**src/bert_defs.svh**
```systemverilog
// Purpose: Offsets, field positions, reset values and pattern constants
// Assumes: 32-bit AXI4-Lite data, one register per aligned word
// Notes:   Included by the package and by the design modules
`ifndef BERT_DEFS_SVH
`define BERT_DEFS_SVH

// Register map
`define AXI_ADDR_W        8
`define OFS_PATTERN_CTRL  8'h00
`define OFS_PATTERN_STAT  8'h04

// Control register fields and reset
`define FLD_PATTERN_TYPE  7
`define FLD_ERROR_INJECT  6
`define FLD_DATA_INVERT   5
`define CTRL_WR_MASK      8'he0
`define RST_PATTERN_CTRL  8'h00

// Status register fields
`define FLD_INJ_PENDING   0
`define FLD_TX_GEN_ACTIVE 1
`define FLD_RX_GEN_ACTIVE 2
`define FLD_SWITCH        3

// Bus responses
`define RESP_OKAY         2'b00
`define RESP_SLVERR       2'b10

// Polynomial generator x^15 + x^14 + 1
`define PRBS_LEN          15
`define PRBS_SEED         15'h7fff

// Quasi-random generator x^20 + x^17 + 1 with zero-run limit
`define QUASI_RANDOM_PATTERN_LEN          20
`define QUASI_RANDOM_PATTERN_TAP          17
`define QUASI_RANDOM_PATTERN_ZERO_RUN     14
`define QUASI_RANDOM_PATTERN_SEED         20'hfffff

`endif

```
**src/bert_pkg.sv**
```systemverilog
// Purpose: Shared types for the test pattern control block
// Assumes: bert_defs.svh holds all numeric constants
// Notes:   Bus FSM states are Gray coded along idle-take-respond
`include "bert_defs.svh"

package bert_pkg;

   typedef enum logic [1:0]
   {
      ST_IDLE = 2'b00,
      ST_TAKE = 2'b01,
      ST_RESP = 2'b11
   } bus_state_t;

   typedef enum logic [1:0]
   {
      SEL_CTRL = 2'b00,
      SEL_STAT = 2'b01,
      SEL_NONE = 2'b10
   } reg_sel_t;

   function automatic reg_sel_t decode_reg(input logic [`AXI_ADDR_W-1:0] addr);
      logic [`AXI_ADDR_W-1:0] word;
      word = {addr[`AXI_ADDR_W-1:2], 2'b00};
      if (word == `OFS_PATTERN_CTRL)
         return SEL_CTRL;
      else if (word == `OFS_PATTERN_STAT)
         return SEL_STAT;
      else
         return SEL_NONE;
   endfunction : decode_reg

endpackage : bert_pkg

```
**src/pattern_if.sv**
```systemverilog
// Purpose: Carries generator and injection signals inside the block
// Assumes: One bit time per step pulse
// Notes:   ctl side is the top, gen and inj are the leaf modules
`timescale 1ns/1ps

interface pattern_if;
   logic step;
   logic gen_en;
   logic sel_quasi_random_pattern;
   logic inject_ctl;
   logic raw_bit;
   logic flip;
   logic pending;

   modport ctl (output step, gen_en, sel_quasi_random_pattern, inject_ctl, input raw_bit, flip, pending);
   modport gen (input step, sel_quasi_random_pattern, output raw_bit);
   modport inj (input step, gen_en, inject_ctl, output flip, pending);
endinterface : pattern_if

```
**src/pattern_gen.sv**
```systemverilog
// Purpose: Polynomial and quasi-random test sequence generator
// Assumes: Advances one bit per step pulse
// Notes:   Both registers run together; selection picks the output
`timescale 1ns/1ps
`include "bert_defs.svh"

module pattern_gen
   import bert_pkg::*;
(
   // Clock and reset
   input wire logic clk_i,
   input wire logic reset_i,
   input wire logic ce_i,
   // Generator side
   pattern_if.gen   pif
);

   logic [`PRBS_LEN-1:0] prbs_ff;
   logic [`QUASI_RANDOM_PATTERN_LEN-1:0] quasi_random_pattern_ff;
   logic [`PRBS_LEN-1:0] nxt_prbs;
   logic [`QUASI_RANDOM_PATTERN_LEN-1:0] nxt_quasi_random_pattern;
   logic                 prbs_bit;
   logic                 quasi_random_pattern_bit;
   logic                 quasi_random_pattern_zero_run;

   assign prbs_bit      = prbs_ff[`PRBS_LEN-1];
   assign nxt_prbs      = {prbs_ff[`PRBS_LEN-2:0], prbs_ff[`PRBS_LEN-1] ^ prbs_ff[`PRBS_LEN-2]};
   assign nxt_quasi_random_pattern      = {quasi_random_pattern_ff[`QUASI_RANDOM_PATTERN_LEN-2:0],
                           quasi_random_pattern_ff[`QUASI_RANDOM_PATTERN_LEN-1] ^ quasi_random_pattern_ff[`QUASI_RANDOM_PATTERN_TAP-1]};
   // Long zero runs are forced to one
   assign quasi_random_pattern_zero_run = (quasi_random_pattern_ff[`QUASI_RANDOM_PATTERN_LEN-1 -: `QUASI_RANDOM_PATTERN_ZERO_RUN] == '0);
   assign quasi_random_pattern_bit      = quasi_random_pattern_ff[`QUASI_RANDOM_PATTERN_LEN-1] | quasi_random_pattern_zero_run;

   assign pif.raw_bit   = pif.sel_quasi_random_pattern ? quasi_random_pattern_bit : prbs_bit;

   always_ff @(posedge clk_i)
   begin
      if (reset_i)
      begin
         prbs_ff <= `PRBS_SEED;
         quasi_random_pattern_ff <= `QUASI_RANDOM_PATTERN_SEED;
      end
      else if (ce_i && pif.step)
      begin
         prbs_ff <= nxt_prbs;
         quasi_random_pattern_ff <= nxt_quasi_random_pattern;
      end
   end

   // Output history for the recurrence check
   logic [14:0] hist_ff;
   logic [3:0]  seen_ff;

   always_ff @(posedge clk_i)
   begin
      if (reset_i)
      begin
         hist_ff <= '0;
         seen_ff <= '0;
      end
      else if (ce_i && pif.step)
      begin
         hist_ff <= {hist_ff[13:0], prbs_bit};
         seen_ff <= (seen_ff == 4'hf) ? seen_ff : seen_ff + 4'h1;
      end
   end

   property p_prbs_recurrence;
      @(posedge clk_i) disable iff (reset_i)
      (ce_i && pif.step && !pif.sel_quasi_random_pattern && seen_ff == 4'hf)
         |-> (pif.raw_bit == (hist_ff[14] ^ hist_ff[13]));
   endproperty
   a_prbs_recurrence: assert property (p_prbs_recurrence)
      else $error("Polynomial output breaks x^15+x^14+1 recurrence");

endmodule : pattern_gen

```
**src/error_inject.sv**
```systemverilog
// Purpose: Turns a rising inject control into one flipped test bit
// Assumes: Step pulses only while generation is enabled
// Notes:   A new rising edge wins over the consuming step
`timescale 1ns/1ps
`include "bert_defs.svh"

module error_inject
   import bert_pkg::*;
(
   // Clock and reset
   input wire logic clk_i,
   input wire logic reset_i,
   input wire logic ce_i,
   // Injection side
   pattern_if.inj   pif
);

   logic prev_ff;
   logic pending_ff;
   logic rise;
   logic nxt_pending;

   assign rise        = pif.inject_ctl & ~prev_ff;
   // requests dropped while generator is off
   assign nxt_pending = pif.gen_en & (rise | (pending_ff & ~pif.step));
   assign pif.flip    = pending_ff;
   assign pif.pending = pending_ff;

   always_ff @(posedge clk_i)
   begin
      if (reset_i)
      begin
         prev_ff    <= 1'b0;
         pending_ff <= 1'b0;
      end
      else if (ce_i)
      begin
         prev_ff    <= pif.inject_ctl;
         pending_ff <= nxt_pending;
      end
   end

   property p_inject_once;
      @(posedge clk_i) disable iff (reset_i)
      (ce_i && pif.step && pending_ff && !rise) |=> !pending_ff;
   endproperty
   a_inject_once: assert property (p_inject_once)
      else $error("Injected error was not consumed after one bit");

   property p_inject_gated;
      @(posedge clk_i) disable iff (reset_i)
      (ce_i && !pif.gen_en) |=> !pending_ff;
   endproperty
   a_inject_gated: assert property (p_inject_gated)
      else $error("Injection pending while generator disabled");

   property p_inject_hold;
      @(posedge clk_i) disable iff (reset_i)
      (ce_i && pif.gen_en && pif.inject_ctl && prev_ff && !pending_ff) |=> !pending_ff;
   endproperty
   a_inject_hold: assert property (p_inject_hold)
      else $error("Held inject control produced another error");

endmodule : error_inject

```
**src/bert_pattern_control.sv**
```systemverilog
// Purpose: Test pattern selection, error injection, inversion, routing
// Assumes: bit_strobe_i marks one bit time of the framer data path
// Notes:   Switch and generation enable arrive as control inputs
`timescale 1ns/1ps
`include "bert_defs.svh"

module bert_pattern_control
   import bert_pkg::*;
(
   // Clock, reset, enable
   input  wire logic                   clk_i,
   input  wire logic                   reset_i,
   input  wire logic                   ce_i,
   // AXI4-Lite write address and data
   input  wire logic [`AXI_ADDR_W-1:0] awaddr_i,
   input  wire logic                   awvalid_i,
   output logic                        awready_o,
   input  wire logic [31:0]            wdata_i,
   input  wire logic [3:0]             wstrb_i,
   input  wire logic                   wvalid_i,
   output logic                        wready_o,
   // AXI4-Lite write response
   output logic [1:0]                  bresp_o,
   output logic                        bvalid_o,
   input  wire logic                   bready_i,
   // AXI4-Lite read
   input  wire logic [`AXI_ADDR_W-1:0] araddr_i,
   input  wire logic                   arvalid_i,
   output logic                        arready_o,
   output logic [31:0]                 rdata_o,
   output logic [1:0]                  rresp_o,
   output logic                        rvalid_o,
   input  wire logic                   rready_i,
   // Control inputs
   input  wire logic                   bert_switch_i,
   input  wire logic                   tx_pattern_gen_enable_i,
   input  wire logic                   bit_strobe_i,
   // Framer data inputs
   input  wire logic                   tx_data_i,
   input  wire logic                   rx_data_i,
   input  wire logic                   line_rx_data_i,
   input  wire logic                   tx_backplane_data_i,
   // Data outputs
   output logic                        line_data_o,
   output logic                        rx_backplane_data_o,
   output logic                        rx_check_data_o,
   output logic                        tx_check_data_o
);

   pattern_if pif ();

   pattern_gen pattern_gen_inst
   (
      .clk_i   (clk_i),
      .reset_i (reset_i),
      .ce_i    (ce_i),
      .pif     (pif.gen)
   );

   error_inject error_inject_inst
   (
      .clk_i   (clk_i),
      .reset_i (reset_i),
      .ce_i    (ce_i),
      .pif     (pif.inj)
   );

   // Register state
   logic [7:0]  ctrl_ff;
   logic [7:0]  nxt_ctrl;
   bus_state_t  wr_st_ff;
   bus_state_t  nxt_wr_st;
   bus_state_t  rd_st_ff;
   bus_state_t  nxt_rd_st;
   logic [1:0]  bresp_ff;
   logic [31:0] rdata_ff;
   logic [1:0]  rresp_ff;
   logic        aw_rdy_ff;
   logic        ar_rdy_ff;

   // Data path state
   logic        line_ff;
   logic        rx_bp_ff;
   logic        rx_chk_ff;
   logic        tx_chk_ff;

   // Decoded controls
   logic        sel_quasi_random_pattern;
   logic        inject_ctl;
   logic        invert;
   logic        bit_time;
   logic        tx_gen_active;
   logic        rx_gen_active;
   logic        gen_bit;
   logic        nxt_line;
   logic        nxt_rx_bp;
   logic        nxt_rx_chk;
   logic        nxt_tx_chk;

   assign sel_quasi_random_pattern   = ctrl_ff[`FLD_PATTERN_TYPE];
   assign inject_ctl = ctrl_ff[`FLD_ERROR_INJECT];
   assign invert     = ctrl_ff[`FLD_DATA_INVERT];
   assign bit_time   = ce_i & bit_strobe_i;

   assign pif.sel_quasi_random_pattern   = sel_quasi_random_pattern;
   assign pif.inject_ctl = inject_ctl;
   assign pif.gen_en     = tx_pattern_gen_enable_i;
   assign pif.step       = bit_strobe_i & tx_pattern_gen_enable_i;

   assign tx_gen_active = tx_pattern_gen_enable_i & ~bert_switch_i;
   assign rx_gen_active = tx_pattern_gen_enable_i & bert_switch_i;

   // flip and invert on the generated bit
   assign gen_bit    = pif.raw_bit ^ pif.flip ^ invert;
   assign nxt_line   = tx_gen_active ? gen_bit : tx_data_i;
   assign nxt_rx_bp  = rx_gen_active ? gen_bit : rx_data_i;
   // receive checker inverts with switch off
   assign nxt_rx_chk = line_rx_data_i ^ (invert & ~bert_switch_i);
   // transmit checker inverts with switch on
   assign nxt_tx_chk = tx_backplane_data_i ^ (invert & bert_switch_i);

   always_ff @(posedge clk_i)
   begin
      if (reset_i)
      begin
         line_ff   <= 1'b0;
         rx_bp_ff  <= 1'b0;
         rx_chk_ff <= 1'b0;
         tx_chk_ff <= 1'b0;
      end
      else if (bit_time)
      begin
         line_ff   <= nxt_line;
         rx_bp_ff  <= nxt_rx_bp;
         rx_chk_ff <= nxt_rx_chk;
         tx_chk_ff <= nxt_tx_chk;
      end
   end

   // Bus decode
   reg_sel_t wr_sel;
   reg_sel_t rd_sel;
   logic     wr_take;
   logic     rd_take;
   logic     ctrl_wr;
   logic [31:0] stat_word;
   logic [31:0] rd_word;

   assign wr_sel  = decode_reg(awaddr_i);
   assign rd_sel  = decode_reg(araddr_i);
   assign wr_take = (wr_st_ff == ST_TAKE);
   assign rd_take = (rd_st_ff == ST_TAKE);
   assign ctrl_wr = wr_take & (wr_sel == SEL_CTRL) & wstrb_i[0];
   assign nxt_ctrl = ctrl_wr ? (wdata_i[7:0] & `CTRL_WR_MASK) : ctrl_ff;

   assign stat_word = {28'h0000000, bert_switch_i, rx_gen_active, tx_gen_active, pif.pending};
   assign rd_word   = (rd_sel == SEL_CTRL) ? {24'h000000, ctrl_ff} :
                      (rd_sel == SEL_STAT) ? stat_word : 32'h00000000;

   always_comb
   begin
      case (wr_st_ff)
         ST_IDLE: nxt_wr_st = (awvalid_i && wvalid_i) ? ST_TAKE : ST_IDLE;
         ST_TAKE: nxt_wr_st = ST_RESP;
         ST_RESP: nxt_wr_st = bready_i ? ST_IDLE : ST_RESP;
         default: nxt_wr_st = ST_IDLE;
      endcase
   end

   always_comb
   begin
      case (rd_st_ff)
         ST_IDLE: nxt_rd_st = arvalid_i ? ST_TAKE : ST_IDLE;
         ST_TAKE: nxt_rd_st = ST_RESP;
         ST_RESP: nxt_rd_st = rready_i ? ST_IDLE : ST_RESP;
         default: nxt_rd_st = ST_IDLE;
      endcase
   end

   always_ff @(posedge clk_i)
   begin
      if (reset_i)
         ctrl_ff <= `RST_PATTERN_CTRL;
      else if (ce_i)
         ctrl_ff <= nxt_ctrl;
   end

   always_ff @(posedge clk_i)
   begin
      if (reset_i)
      begin
         wr_st_ff  <= ST_IDLE;
         aw_rdy_ff <= 1'b0;
         bresp_ff  <= `RESP_OKAY;
      end
      else if (ce_i)
      begin
         wr_st_ff  <= nxt_wr_st;
         aw_rdy_ff <= (nxt_wr_st == ST_TAKE);
         if (wr_take)
            bresp_ff <= (wr_sel == SEL_NONE) ? `RESP_SLVERR : `RESP_OKAY;
      end
   end

   always_ff @(posedge clk_i)
   begin
      if (reset_i)
      begin
         rd_st_ff <= ST_IDLE;
         ar_rdy_ff <= 1'b0;
         rdata_ff <= 32'h00000000;
         rresp_ff <= `RESP_OKAY;
      end
      else if (ce_i)
      begin
         rd_st_ff <= nxt_rd_st;
         ar_rdy_ff <= (nxt_rd_st == ST_TAKE);
         if (rd_take)
         begin
            rdata_ff <= rd_word;
            rresp_ff <= (rd_sel == SEL_NONE) ? `RESP_SLVERR : `RESP_OKAY;
         end
      end
   end

   // Outputs straight from flip-flops
   assign awready_o           = aw_rdy_ff;
   assign wready_o            = aw_rdy_ff;
   assign bvalid_o            = wr_st_ff[1];
   assign bresp_o             = bresp_ff;
   assign arready_o           = ar_rdy_ff;
   assign rvalid_o            = rd_st_ff[1];
   assign rdata_o             = rdata_ff;
   assign rresp_o             = rresp_ff;
   assign line_data_o         = line_ff;
   assign rx_backplane_data_o = rx_bp_ff;
   assign rx_check_data_o     = rx_chk_ff;
   assign tx_check_data_o     = tx_chk_ff;

   property p_tx_route;
      @(posedge clk_i) disable iff (reset_i)
      (bit_time && tx_pattern_gen_enable_i && !bert_switch_i) |=> (line_data_o == $past(gen_bit));
   endproperty
   a_tx_route: assert property (p_tx_route)
      else $error("Line output is not the generated pattern");

   property p_rx_route;
      @(posedge clk_i) disable iff (reset_i)
      (bit_time && tx_pattern_gen_enable_i && bert_switch_i)
         |=> (rx_backplane_data_o == $past(gen_bit)) && (line_data_o == $past(tx_data_i));
   endproperty
   a_rx_route: assert property (p_rx_route)
      else $error("Backplane output is not the generated pattern");

   property p_error_seen;
      @(posedge clk_i) disable iff (reset_i)
      (bit_time && pif.step && pif.flip)
         |=> ((bert_switch_i ? rx_backplane_data_o : line_data_o) != $past(pif.raw_bit ^ invert));
   endproperty
   a_error_seen: assert property (p_error_seen)
      else $error("Injected error missing from selected output");

   property p_invert_off_switch;
      @(posedge clk_i) disable iff (reset_i)
      (bit_time && invert && !bert_switch_i) |=> (rx_check_data_o != $past(line_rx_data_i));
   endproperty
   a_invert_off_switch: assert property (p_invert_off_switch)
      else $error("Receive check data not inverted");

   property p_invert_on_switch;
      @(posedge clk_i) disable iff (reset_i)
      (bit_time && invert && bert_switch_i) |=> (tx_check_data_o != $past(tx_backplane_data_i));
   endproperty
   a_invert_on_switch: assert property (p_invert_on_switch)
      else $error("Transmit check data not inverted");

   property p_no_invert;
      @(posedge clk_i) disable iff (reset_i)
      (bit_time && !invert && !pif.flip)
         |=> (rx_check_data_o == $past(line_rx_data_i))
             && (tx_check_data_o == $past(tx_backplane_data_i))
             && (!$past(tx_gen_active) || line_data_o == $past(pif.raw_bit));
   endproperty
   a_no_invert: assert property (p_no_invert)
      else $error("Data inverted while invert control clear");

   property p_gen_disabled;
      @(posedge clk_i) disable iff (reset_i)
      (bit_time && !tx_pattern_gen_enable_i)
         |=> (line_data_o == $past(tx_data_i)) && (rx_backplane_data_o == $past(rx_data_i));
   endproperty
   a_gen_disabled: assert property (p_gen_disabled)
      else $error("Pattern present while generation disabled");

   property p_reset_ctrl;
      @(posedge clk_i)
      reset_i |=> (ctrl_ff == `RST_PATTERN_CTRL) && !pif.pending;
   endproperty
   a_reset_ctrl: assert property (p_reset_ctrl)
      else $error("Controls not cleared by reset");

endmodule : bert_pattern_control

```
**config.mk**
```make
export PLATFORM = sky130hd
export DESIGN_NAME = bert_pattern_control
export DESIGN_NICKNAME = d
export VERILOG_FILES = /design/src/bert_pkg.sv /design/src/pattern_if.sv /design/src/pattern_gen.sv /design/src/error_inject.sv /design/src/bert_pattern_control.sv
export VERILOG_INCLUDE_DIRS = /design/src
export SDC_FILE = /design/constraint.sdc
export NUM_CORES = 1
export LEC_CHECK = 0
export ABC_AREA = 1
export BUFFER_PORTS_ARGS = -buffer_cell sky130_fd_sc_hd__buf_2
export CORE_ASPECT_RATIO = 0.9
export CORE_MARGIN = 4
export CORE_UTILIZATION = 32
export CTS_BUF_LIST = sky130_fd_sc_hd__clkbuf_8 sky130_fd_sc_hd__clkbuf_16
export CTS_CLUSTER_SIZE = 24
export DETAILED_ROUTE_END_ITERATION = 16
export MAX_ROUTING_LAYER = met4
export PLACE_DENSITY = 0.7
export SLEW_MARGIN = 20
export SYNTH_ARGS = -nofsm -noshare
export SYNTH_HDL_FRONTEND = slang
export SYNTH_SLANG_ARGS = --single-unit
export TNS_END_PERCENT = 30
```
**constraint.sdc**
```tcl
create_clock -name clk_i -period 3.32 [get_ports clk_i]
set_clock_uncertainty 0.05 [all_clocks]
set_input_delay 0.332 -clock clk_i [delete_from_list [all_inputs] [get_ports clk_i]]
set_output_delay 0.332 -clock clk_i [all_outputs]
set_load 0.01 [all_outputs]
```
Word level (Yosys, flattened, before mapping)
Cells that the tools add are included.

Output and inout port bits: 45. Logic and storage cells: 78. Input port bits: 67. Register bits: 86.

Reduce and logical (&&, ||, !) cells: 12. Mux-type cells: 17. Eq/ne operators: 11. Bitwise gates (word level): 22.

Operators by type and width (number): $mux 2 (8); $logic_not 14->1 (1); $eq 6x1->1 const B (2); $logic_not 6->1 (2); $pmux 2 s3 (2); $and 1x1->1 (11); $eq 2x1->1 const B (5); $eq 2x2->1 const B (4); $logic_not 2->1 (4); $mux 8 (1); $reduce_and 2->1 (3); $xor 1x1->1 (6); $mux 1 (5); $mux 4 (1); $not 1->1 (3); $logic_and 1x1->1 (2); $or 1x1->1 (2).

Logic depth before layout (Yosys ltp)
Gate-level depths: netlist of run 1.

Depth in word-level cells: 7. Depth in mapped cells: 10. Gate-level depth less buffers: 10.

Modules after synthesis
Synthesis of run 1 repeated with hierarchy kept, for this count alone.

Cell total of the unflattened synthesis: 358. Area, all modules: 2677.6 um^2.

By module, submodules not included: pattern_gen (sequential area each 700.7 um^2, cells an instance 168, area each 1316.3 um^2, times used 1); bert_pattern_control (sequential area each 440.4 um^2, cells an instance 177, area each 1271.2 um^2, times used 1); error_inject (sequential area each 40.0 um^2, cells an instance 13, area each 90.1 um^2, times used 1).

Worst setup path before layout of run 1
OpenSTA, ideal clock, no wires.

Path type: input port to flip-flop. Start point: in araddr_i[7]. End point: reg rdata_ff[2], in the netlist rdata_o[2]. Arrival time: 1.165 ns. Library setup time: 0.070 ns. Path buffers: 0. Required time: 3.200 ns. Stages: 4. Slack: 2.034 ns. Path through: or2_2 nor4_4 nand3_1 a21oi_1.

Word-level cells in the longest chain between the ends: 6. Elaborated cells between the ends (all ways): 8. Those cells by class: eq/ne: 2; mux: 4; reduce/logical: 2.

Ends and longest elaborated chain: from (decl) (RTL line bert_pattern_control.sv:27) `` input wire logic [`AXI_ADDR_W-1:0] araddr_i, ``; $eq 6x1->1 (no line); $mux 2 (RTL line bert_pkg.sv:27) `` else if (word == `OFS_PATTERN_STAT) ``; $mux 2 (*) (RTL line bert_pkg.sv:25) `` if (word == `OFS_PATTERN_CTRL) ``; $eq 2x1->1 (RTL line bert_pattern_control.sv:158) `(rd_sel == SEL_STAT) ? stat_word : 32'h00000000;`; $mux 4 (RTL line bert_pattern_control.sv:158); $mux 8 (*) (RTL line bert_pattern_control.sv:157) `assign rd_word = (rd_sel == SEL_CTRL) ? {24'h000000, ctrl_ff} :`; to (signal assigned) (RTL line bert_pattern_control.sv:220) `rdata_ff <= rd_word;`; to (decl) (RTL line bert_pattern_control.sv:76) `logic [31:0] rdata_ff;`.

Mark *: on every way between the ends. The rest lies on a longest branch, timed or not. A chain may end at the register's enable or synchronous reset.

Final worst setup path of run 1
Start point: in reset_i. End point: reg pattern_gen_inst.prbs_ff[2].

RTL lines: from (decl) (RTL line bert_pattern_control.sv:12) `input wire logic reset_i,`; to (signal assigned) (RTL line pattern_gen.sv:40) `` prbs_ff <= `PRBS_SEED; ``; to (signal assigned) (RTL line pattern_gen.sv:45) `prbs_ff <= nxt_prbs;`; to (decl) (RTL line pattern_gen.sv:18) `` logic [`PRBS_LEN-1:0] prbs_ff; ``.

No word-level cell between the ends.

==> results of run 1 <==
## power by group through the flow
stage          clock network, uW  logic, uW  registers [uW]
6_report                     664        141             760
5_1_grt                      713        162             763
4_1_cts                      682        141             759
3_5_place_dp                   0        141             775
3_3_place_gp                   0        137             773
2_1_floorplan                  0        118             775
## kinds of logic after synthesis
family	after synthesis	synth area share, %
and+or+nand+nor	174	30.41
AOI/OAI and AO/OA	37	8.151
buffers and inverters	63	13.52
other	1	0.1463
xor gates and xnor gates	5	1.708
DFF	59	46.07
## critical path, stage by stage
cell and delay [ns]:
buf_2 0.23, inv_1 0.70, buf_4 0.33, nand3_1 0.10
## worst max path at each step
stage | from | endpoint | slack, ns | cells past startpoint
floorplan | araddr_i[7] | rdata_o[2]$_SDFFE_PP0P_ | 2.03 | 4
global placement | reset_i | pattern_gen_inst.prbs_ff[7]$_SDFFE_PP1P_ | 1.47 | 4
detailed placement | reset_i | pattern_gen_inst.prbs_ff[2]$_SDFFE_PP1P_ | 1.42 | 4
CTS | reset_i | pattern_gen_inst.prbs_ff[2]$_SDFFE_PP1P_ | 1.78 | 4
global route | reset_i | error_inject_inst.pif.flip$_SDFFE_PP0P_ | 1.60 | 4
finish | reset_i | pattern_gen_inst.prbs_ff[2]$_SDFFE_PP1P_ | 1.78 | 4
## cells in the final DEF, fill, tap and decap left out, types with 9 or more instances in the layout
master    synthesis  layout
a21oi_1          20      20
buf_2             4      48
clkbuf_8          0      12
conb_1            1      27
dfxtp_1          59      59
inv_1            20      23
nand2_1          95      95
nand3_1          37      37
nor2_1           21      21
o21ai_0           9       9
## metrics by stage
stage               power [uW]  std cells
global placement         910.5        470
detailed placement       915.5        470
global route              1638        486
CTS                       1583        486
floorplan                892.3        365
finish                    1565        486
## state kept, by name (all words and copies together), names as in the netlist
signal,count
arready_o,1
awready_o,1
bresp_o,1
ctrl_ff,3
error_inject_inst.pif.flip,1
error_inject_inst.prev_ff,1
line_data_o,1
pattern_gen_inst.prbs_ff,15
pattern_gen_inst.quasi_random_pattern_ff,20
rd_st_ff,2
rdata_o,7
rresp_o,1
rx_backplane_data_o,1
rx_check_data_o,1
tx_check_data_o,1
wr_st_ff,2
## metal layers
| metal | wire [um] | track usage, % | vias up |
|---|---|---|---|
| met2 | 2488 | 17.64 | 57 |
| met4 | 57 | 3.279 | 0 |
| met3 | 325 | 4.970 | 7 |
| met5 | 0 | - | - |
| li1 | - | - | 1135 |
| met1 | 2511 | 14.95 | 985 |
## cell type report
cell class | count | area (um^2)
well taps | 96 | 120.1
inverters | 22 | 82.58
clock inverters | 4 | 41.29
fillers | 777 | 4678
clock buffers | 12 | 165.2
flip-flops and latches | 59 | 1181
multi-input cells | 243 | 1134
repair buffers | 50 | 255.2
## cells in the mapped netlist
cell,count,area (um^2)
nand4_1,1,6.260
nor3_1,7,35.03
xor2_1,2,17.52
nor2_1,21,78.83
conb_1,1,3.750
clkbuf_1,9,33.78
o211ai_1,5,37.54
nand2_1,95,356.6
buf_4,28,210.2
and3b_1,1,8.760
nor2_4,3,33.78
nand3_1,37,185.2
xnor2_1,3,26.28
nor4_1,3,18.77
buf_2,4,20.02
inv_1,20,75.07
o221ai_1,2,17.52
nor4_4,1,21.27
o21ai_0,9,45.04
dfxtp_1,59,1181
or2_2,4,25.02
a21oi_1,20,100.1
nand3_2,1,10.01
inv_2,2,7.510
a221oi_1,1,8.760
==> reports/metrics.yaml, run 1 <==
synthesis:
  ys_types: 25
  avgSynthCellArea_um2: 7.563
  synthCells: 339
  ys_warn_count: 0
  ys_ff_latch: 59
  synth_area_um2: 2564
  ys_seq_area_share_pct: 46.07
cts:
  cts_resized: 0
  root_buffer: "clkbuf_8"
  clock_latency_ns: 0.34
  clk_pin_slew_worst_paths_ns: 0.06
  clock_path_buffers: 2
  postCtsSetupBuffers: 0
  cts-buffers-inserted: 9
  htreeDepth: 3
  cts_tree: "yes"
  holdBufCountCts: 0
  clkSinkCount: 59
timing:
  fin_ws_ns: 1.784
  clock.fmax_ghz: 0.6510
  hold-worst-slack_ns: 0.2212
  maxSlewHeadroom_pct: 41.49
  setup_tns_ns: 0
  worstMarginPinSlew_ns: 0.8767
  period_needed_ns: 1.536
  finalCritPeriodShare_pct: 46.27
  setup_violations: 0
  rsz0062_at_grt: "false"
  drv_slew: 0
  hold_viol_final: 0
critical_path:
  reg2regPathDepth: 7
  required_ns: 3.49
  cp.arrival_ns: 1.71
  crit_type: "in -> reg"
  end_kind: "flop"
  r2r_slack_ns: 1.82
  r2r-end: "rdata_o[2]$_SDFFE_PP0P_"
  critPathLaunchType: "primary input"
  worstPathMaxFanout: 27
  r2r-start: "rd_st_ff[1]$_SDFFE_PP0P_"
cells_and_area:
  nNetsFinal: 452
  synthToLayoutAreaGrowth_pct: 16.20
  drive_gt1_share_pct: 18.97
  final_util_pct: 38.91
  design_area_um2: 2979
  antenna_cells: 0
pwr:
  intPower_uw: 1189
  powerDensity_nw_per_um2: 525.4
  switching_share_pct: 24.02
  power_switching_uw: 376.0
  p_leak_uw: 0.001440
  clock_power_share_pct: 42.4
  comb_power_share_pct: 9.0
  pwr-share-seq_pct: 48.5
  ir_drop_mv: 0.2175
min_path:
  min_from: "wdata_i[5]"
  min_path_cells: 3
  min_to: "ctrl_ff[5]$_SDFFE_PP0P_"
  hp-class: "in -> reg"
floorplan:
  ios: 112
  die_h_um: 92.92
  design.die.area_um2: 9510
  rows: 30
  core_um2: 7657
  die_w_um: 102.4
  initial_utilization_pct: 33.48
placement:
  gp_congestion: 0.7572
  dp_hpwl_um: 3732
  dp_slack_ns: 1.419
  dpl_cell_area_um2: 2773
  place.port_buffers: 48
global_route:
  grt-ovfl-total: 0
  grt_max_degree: 38
  antenna_found_initial: 0
  grt_usage_pct: 11.92
  grt_pass1_wl_um: 8763
  first_global_vias: 1956
routing:
  via_count: 2184
  firstDrtPassIters: 5
  drc: 0
  vias_per_cell: 4.494
  drt_iter0_markers: 111
  wl_per_cell_um: 11.08
  drtAntennaViolNets: 0
  routed_wl_um: 5383
job:
  drv_cap: 0
run_status:
  status: "finished, final reports clean"
No activity file was read; power rests on OpenSTA's default activity.
==> run 2, diff against run 1 <==
PLACE_DENSITY = 0.72   (was 0.7)
clock period = 1.4 ns   (was 3.32 ns; I/O delays follow)
==> run 2 against run 1 <==
  * Global-route usage barely moved
  * Combinational power rose to 2.5 times the previous value
  * Critical path depth is 5 higher
  * Critical path type is now reg -> reg
  * Critical endpoint is now line_data_o$_SDFFE_PP0P_
  * Highest routed layer unchanged
==> reports/metrics.yaml, run 2 (synthesized netlist as in run 1, its figures left out) <==
routing:
  drt_iter0_markers: 96
  routed_wl_um: 5276
  drc: 0
  wl_per_cell_um: 10.66
  firstDrtPassIters: 4
  drtAntennaViolNets: 0
  via_count: 2192
  vias_per_cell: 4.428
cells_and_area:
  nFillCells: 802
  final-seq-area_um2: 1182
  antenna_cells: 0
  final_util_pct: 39.62
  top_register: "pattern_gen_inst.quasi_random_pattern_ff"
  synthToLayoutAreaGrowth_pct: 18.35
  drive_gt1_share_pct: 21.55
  final_common_cell: "nand2_1"
  largest_reg_flops: 20
  design_area_um2: 3034
  layout_common_cells: "94 x nand2_1, 58 x dfxtp_1, 48 x buf_2"
  nNetsFinal: 461
  multi_input_area_um2: 1141
critical_path:
  r2r-end: "line_data_o$_SDFFE_PP0P_"
  worstPathMaxFanout: 3
  critPathLaunchType: "flop"
  crit_chain: "or2_2 > nor2_1 > nand2_1 > nand2_2 > nand2_1 > nand2_1 > nand3_1 > nand2_1 > a21oi_1"
  r2r-start: "pattern_gen_inst.quasi_random_pattern_ff[7]$_SDFFE_PP1P_"
  end_kind: "flop"
  reg2regPathDepth: 9
  crit_top_cell: "nand2_1"
  crit_type: "reg -> reg"
  r2r_slack_ns: 0.08
  cp.arrival_ns: 1.47
  critPathSlowestCell: "dfxtp_2"
  required_ns: 1.56
  crit_path_max_incr_delay_ns: 0.32
global_route:
  grtUsageMet3_pct: 3.991
  grt_usage_pct: 11.93
  grt-ovfl-total: 0
  grt_use_met1_pct: 14.87
  first_global_vias: 1965
  antenna_found_initial: 0
  use_met2_pct: 18.13
  grt_most_used_layer: "met2"
  grt_max_degree: 34
  grt_pass1_wl_um: 8852
pwr:
  ir_drop_mv: 0.3443
  p_leak_uw: 0.001473
  total_power_uw: 3474
  powerDensity_nw_per_um2: 1145
timing:
  finalCritPeriodShare_pct: 94.11
  clock.fmax_ghz: 0.7590
  hold_viol_final: 0
  setup_violations: 0
  rsz0062_at_grt: "true"
  drv_slew: 0
  period_needed_ns: 1.318
floorplan:
  die_w_um: 102.4
  core_um2: 7657
  die_h_um: 92.92
  design.die.area_um2: 9510
  rows: 30
  ios: 112
  initial_utilization_pct: 33.48
min_path:
  min_to: "error_inject_inst.prev_ff$_SDFFE_PP0P_"
  min_from: "ce_i"
  hp-class: "in -> reg"
  min_path_cells: 2
cts:
  root_buffer: "clkbuf_8"
  clock_latency_ns: 0.32
  htreeDepth: 3
  cts_tree: "yes"
  clkSinkCount: 59
  clock_path_buffers: 2
  holdBufCountCts: 0
  cts-buffers-inserted: 9
  clk_pin_slew_worst_paths_ns: 0.07
placement:
  place.port_buffers: 48
  dpl_cell_area_um2: 2853
  dp_hpwl_um: 3924
  gp_congestion: 0.7737
job:
  drv_cap: 0
run_status:
  status: "finished, final reports clean"
## run 2: where the power goes
group	internal (uW)	leakage [uW]	switching, uW
Clock	713	0.000103	605
Combinational	135	0.000888	219
Sequential	1750	0.000483	46.6
## run 2: per-stage QoR
stage               instances  worst slack [ns]  TNS [ns]  hold slack (ns)
floorplan                 365            0.1179         0           0.2328
global placement          479           0.07744         0           0.3727
detailed placement        479           0.06168         0           0.3811
CTS                       495           0.04735         0          0.04028
global route              495          -0.02720  -0.04473          0.04925
finish                    495           0.08250         0          0.05337
## run 2: repair_timing
action                     CTS  global route
setup endpoints to repair    0             6
gates resized for setup      0             3
buffers inserted             0             0
## run 2: layer usage
layer / wire length, um / vias to the layer above
met2: 2525 / 49
li1: - / 1149
met1: 2423 / 990
met4: 29 / 0
met5: 0 / -
met3: 297 / 4
## run 2: how the worst max path moves through the flow
| stage | endpoint | startpoint | slack (ns) | cells after the start |
|---|---|---|---|---|
| final | line_data_o$_SDFFE_PP0P_ | pattern_gen_inst.quasi_random_pattern_ff[7]$_SDFFE_PP1P_ | 0.08 | 9 |
| after global routing | line_data_o$_SDFFE_PP0P_ | pattern_gen_inst.quasi_random_pattern_ff[7]$_SDFFE_PP1P_ | -0.03 | 8 |
| after CTS | line_data_o$_SDFFE_PP0P_ | pattern_gen_inst.quasi_random_pattern_ff[7]$_SDFFE_PP1P_ | 0.05 | 9 |
| after detailed placement | line_data_o$_SDFFE_PP0P_ | pattern_gen_inst.quasi_random_pattern_ff[7]$_SDFFE_PP1P_ | 0.06 | 9 |
| after global placement | line_data_o$_SDFFE_PP0P_ | pattern_gen_inst.quasi_random_pattern_ff[7]$_SDFFE_PP1P_ | 0.08 | 9 |
| after floorplan | rdata_o[2]$_SDFFE_PP0P_ | rd_st_ff[1]$_SDFFE_PP0P_ | 0.12 | 7 |
## run 2: worst max-delay path, delay by kind of cell (launching register included)
family,cells,cell delay [ns]
compound gates,1,0.05
simple gates,8,0.77
flops,1,0.32
## run 2: area by class of cell
| class | count | area share (%) |
|---|---|---|
| Multi-Input combinational cell | 243 | 37.61 |
| Tap cell | 96 | 3.959 |
| Clock buffer | 11 | 4.990 |
| Inverter | 22 | 2.722 |
| Sequential cell | 59 | 38.97 |
| Timing Repair Buffer | 59 | 11.05 |
| Clock inverter | 5 | 0.7010 |
==> run 3, diff against run 2 <==
REMOVE_ABC_BUFFERS = 1   (was default)
==> run 3 against run 2 <==
  * Cell area rose by 0.41%
  * Combinational power rose by 2%
  * Via count rose by 0.55%
  * Register-to-register slack barely moved
  * Hold slack got worse by 0.027 ns
  * Die area did not move
  * Clock power barely moved
  * Clock-buffer cell count did not move
  * Non-clock buffer count did not move
  * Flip-flop and latch count did not move
  * Largest power group unchanged
==> reports/metrics.yaml, run 3 (synthesized netlist as in run 1, its figures left out) <==
run_status:
  status: "finished, final reports clean"
cts:
  cts-buffers-inserted: 9
  holdBufCountCts: 0
  clkSinkCount: 59
  cts_tree: "yes"
  clock_latency_ns: 0.33
  clock_path_buffers: 2
  htreeDepth: 3
  clk_pin_slew_worst_paths_ns: 0.07
  root_buffer: "clkbuf_8"
floorplan:
  core_um2: 7657
  ios: 112
  rows: 30
  die_h_um: 92.92
  die_w_um: 102.4
  initial_utilization_pct: 33.48
  design.die.area_um2: 9510
timing:
  drv_slew: 0
  maxSlewHeadroom_pct: 62.57
  period_needed_ns: 1.331
  hold_viol_final: 0
  finalCritPeriodShare_pct: 95.05
  setup_violations: 0
  worstMarginPinSlew_ns: 0.5607
  rsz0062_at_grt: "true"
  clock.fmax_ghz: 0.7515
  fin_ws_ns: 0.06927
global_route:
  grt_max_degree: 38
  grt_usage_pct: 12.08
  antenna_found_initial: 0
  grt-ovfl-total: 0
  grt_pass1_wl_um: 8963
  first_global_vias: 2115
routing:
  drt_iter0_markers: 134
  drc: 0
  firstDrtPassIters: 4
  wl_per_cell_um: 10.91
  via_count: 2204
  routed_wl_um: 5400
  vias_per_cell: 4.453
  drtAntennaViolNets: 0
critical_path:
  end_kind: "flop"
  required_ns: 1.62
  crit_end: "rdata_o[2]$_SDFFE_PP0P_"
  r2r-start: "rd_st_ff[1]$_SDFFE_PP0P_"
  r2r-end: "rdata_o[2]$_SDFFE_PP0P_"
  cp-startpoint: "rd_st_ff[1]$_SDFFE_PP0P_"
  worstPathMaxFanout: 4
  reg2regPathDepth: 7
  cp.arrival_ns: 1.55
  crit_path_max_incr_delay_ns: 0.34
  worstSetupPathDepth: 7
  critical-path-top-delay-family: "simple AND/OR/NAND/NOR gates"
  crit_chain: "inv_2 > nand2_4 > nor2_4 > inv_2 > nor4_4 > nand3_1 > a21oi_1"
  critPathSlowestCell: "nor4_4"
  crit_top_cell: "inv_2"
  r2r_slack_ns: 0.07
  crit_type: "reg -> reg"
  crit_buf_inv: 2
  critPathLaunchType: "flop"
cells_and_area:
  synthToLayoutAreaGrowth_pct: 18.84
  final_common_cell: "nand2_1"
  multi_input_area_um2: 1151
  design_area_um2: 3047
  final-seq-area_um2: 1185
  drive_gt1_share_pct: 22.81
  antenna_cells: 0
  top_register: "pattern_gen_inst.quasi_random_pattern_ff"
  largest_reg_flops: 20
  nNetsFinal: 461
  layout_common_cells: "94 x nand2_1, 56 x dfxtp_1, 48 x buf_2"
  nFillCells: 783
min_path:
  hp-class: "in -> reg"
placement:
  place.port_buffers: 48
  gp_congestion: 0.7377
  dp_hpwl_um: 3798
  dp_slack_ns: 0.07182
  dpl_cell_area_um2: 2830
pwr:
  p_leak_uw: 0.001478
  ir_drop_mv: 0.8251
  powerDensity_nw_per_um2: 1152
job:
  drv_cap: 0
run 3: cell type report:
class,instances,area share [%]
multi-input cells,243,37.78
repair buffers,59,11.01
inverters,22,2.710
clock buffers,11,4.969
well taps,96,3.943
flip-flops and latches,59,38.89
clock inverters,5,0.6982
run 3: how the worst min path moves through the flow:
| stage | start | to | slack [ns] | cells after the start |
|---|---|---|---|---|
| 6_report | wdata_i[6] | ctrl_ff[6]$_SDFFE_PP0P_ | 0.03 | 3 |
| 5_1_grt | tx_pattern_gen_enable_i | rdata_o[2]$_SDFFE_PP0P_ | 0.03 | 3 |
| 4_1_cts | wdata_i[6] | ctrl_ff[6]$_SDFFE_PP0P_ | 0.02 | 3 |
| 3_5_place_dp | wdata_i[6] | ctrl_ff[6]$_SDFFE_PP0P_ | 0.37 | 3 |
| 3_3_place_gp | wdata_i[6] | ctrl_ff[6]$_SDFFE_PP0P_ | 0.37 | 3 |
| 2_1_floorplan | reset_i | arready_o$_SDFFE_PP0P_ | 0.16 | 1 |
run 3: routing by layer:
metal | share of wire (%) | GRT usage [%]
met4 | 0.78 | 2.295
met1 | 45 | 13.98
met5 | 0 | -
met2 | 48 | 19.70
met3 | 6.4 | 5.120
run 3: tightest hold or removal path, delay by kind of cell:
| family | cells | cell delay (ns) |
|---|---|---|
| simple gates | 2 | 0.15 |
| buf+inv | 1 | 0.08 |
run 3: power breakdown:
part | switching, uW | internal, uW | total, uW
clock network | 631 | 713 | 1340
logic | 221 | 140 | 361
registers | 49.4 | 1760 | 1800
run 3: timing repair:
item / CTS / global route
setup buffers: 0 / 3
gates resized for setup: 0 / 10
setup endpoints to repair: 0 / 8
run 3: stage by stage:
step                      hold WS (ns)  power (uW)  util (%)  std cells  setup TNS [ns]
after floorplan                 0.1591        2041         -        324         -0.1507
after global placement          0.3705        2173     36.96        476               0
after detailed placement        0.3710        2185     36.96        476               0
after CTS                      0.01904        3532     39.22        492               0
after global routing           0.02628        3688     39.79        495        -0.05189
final                          0.02678        3510     39.79        495               0
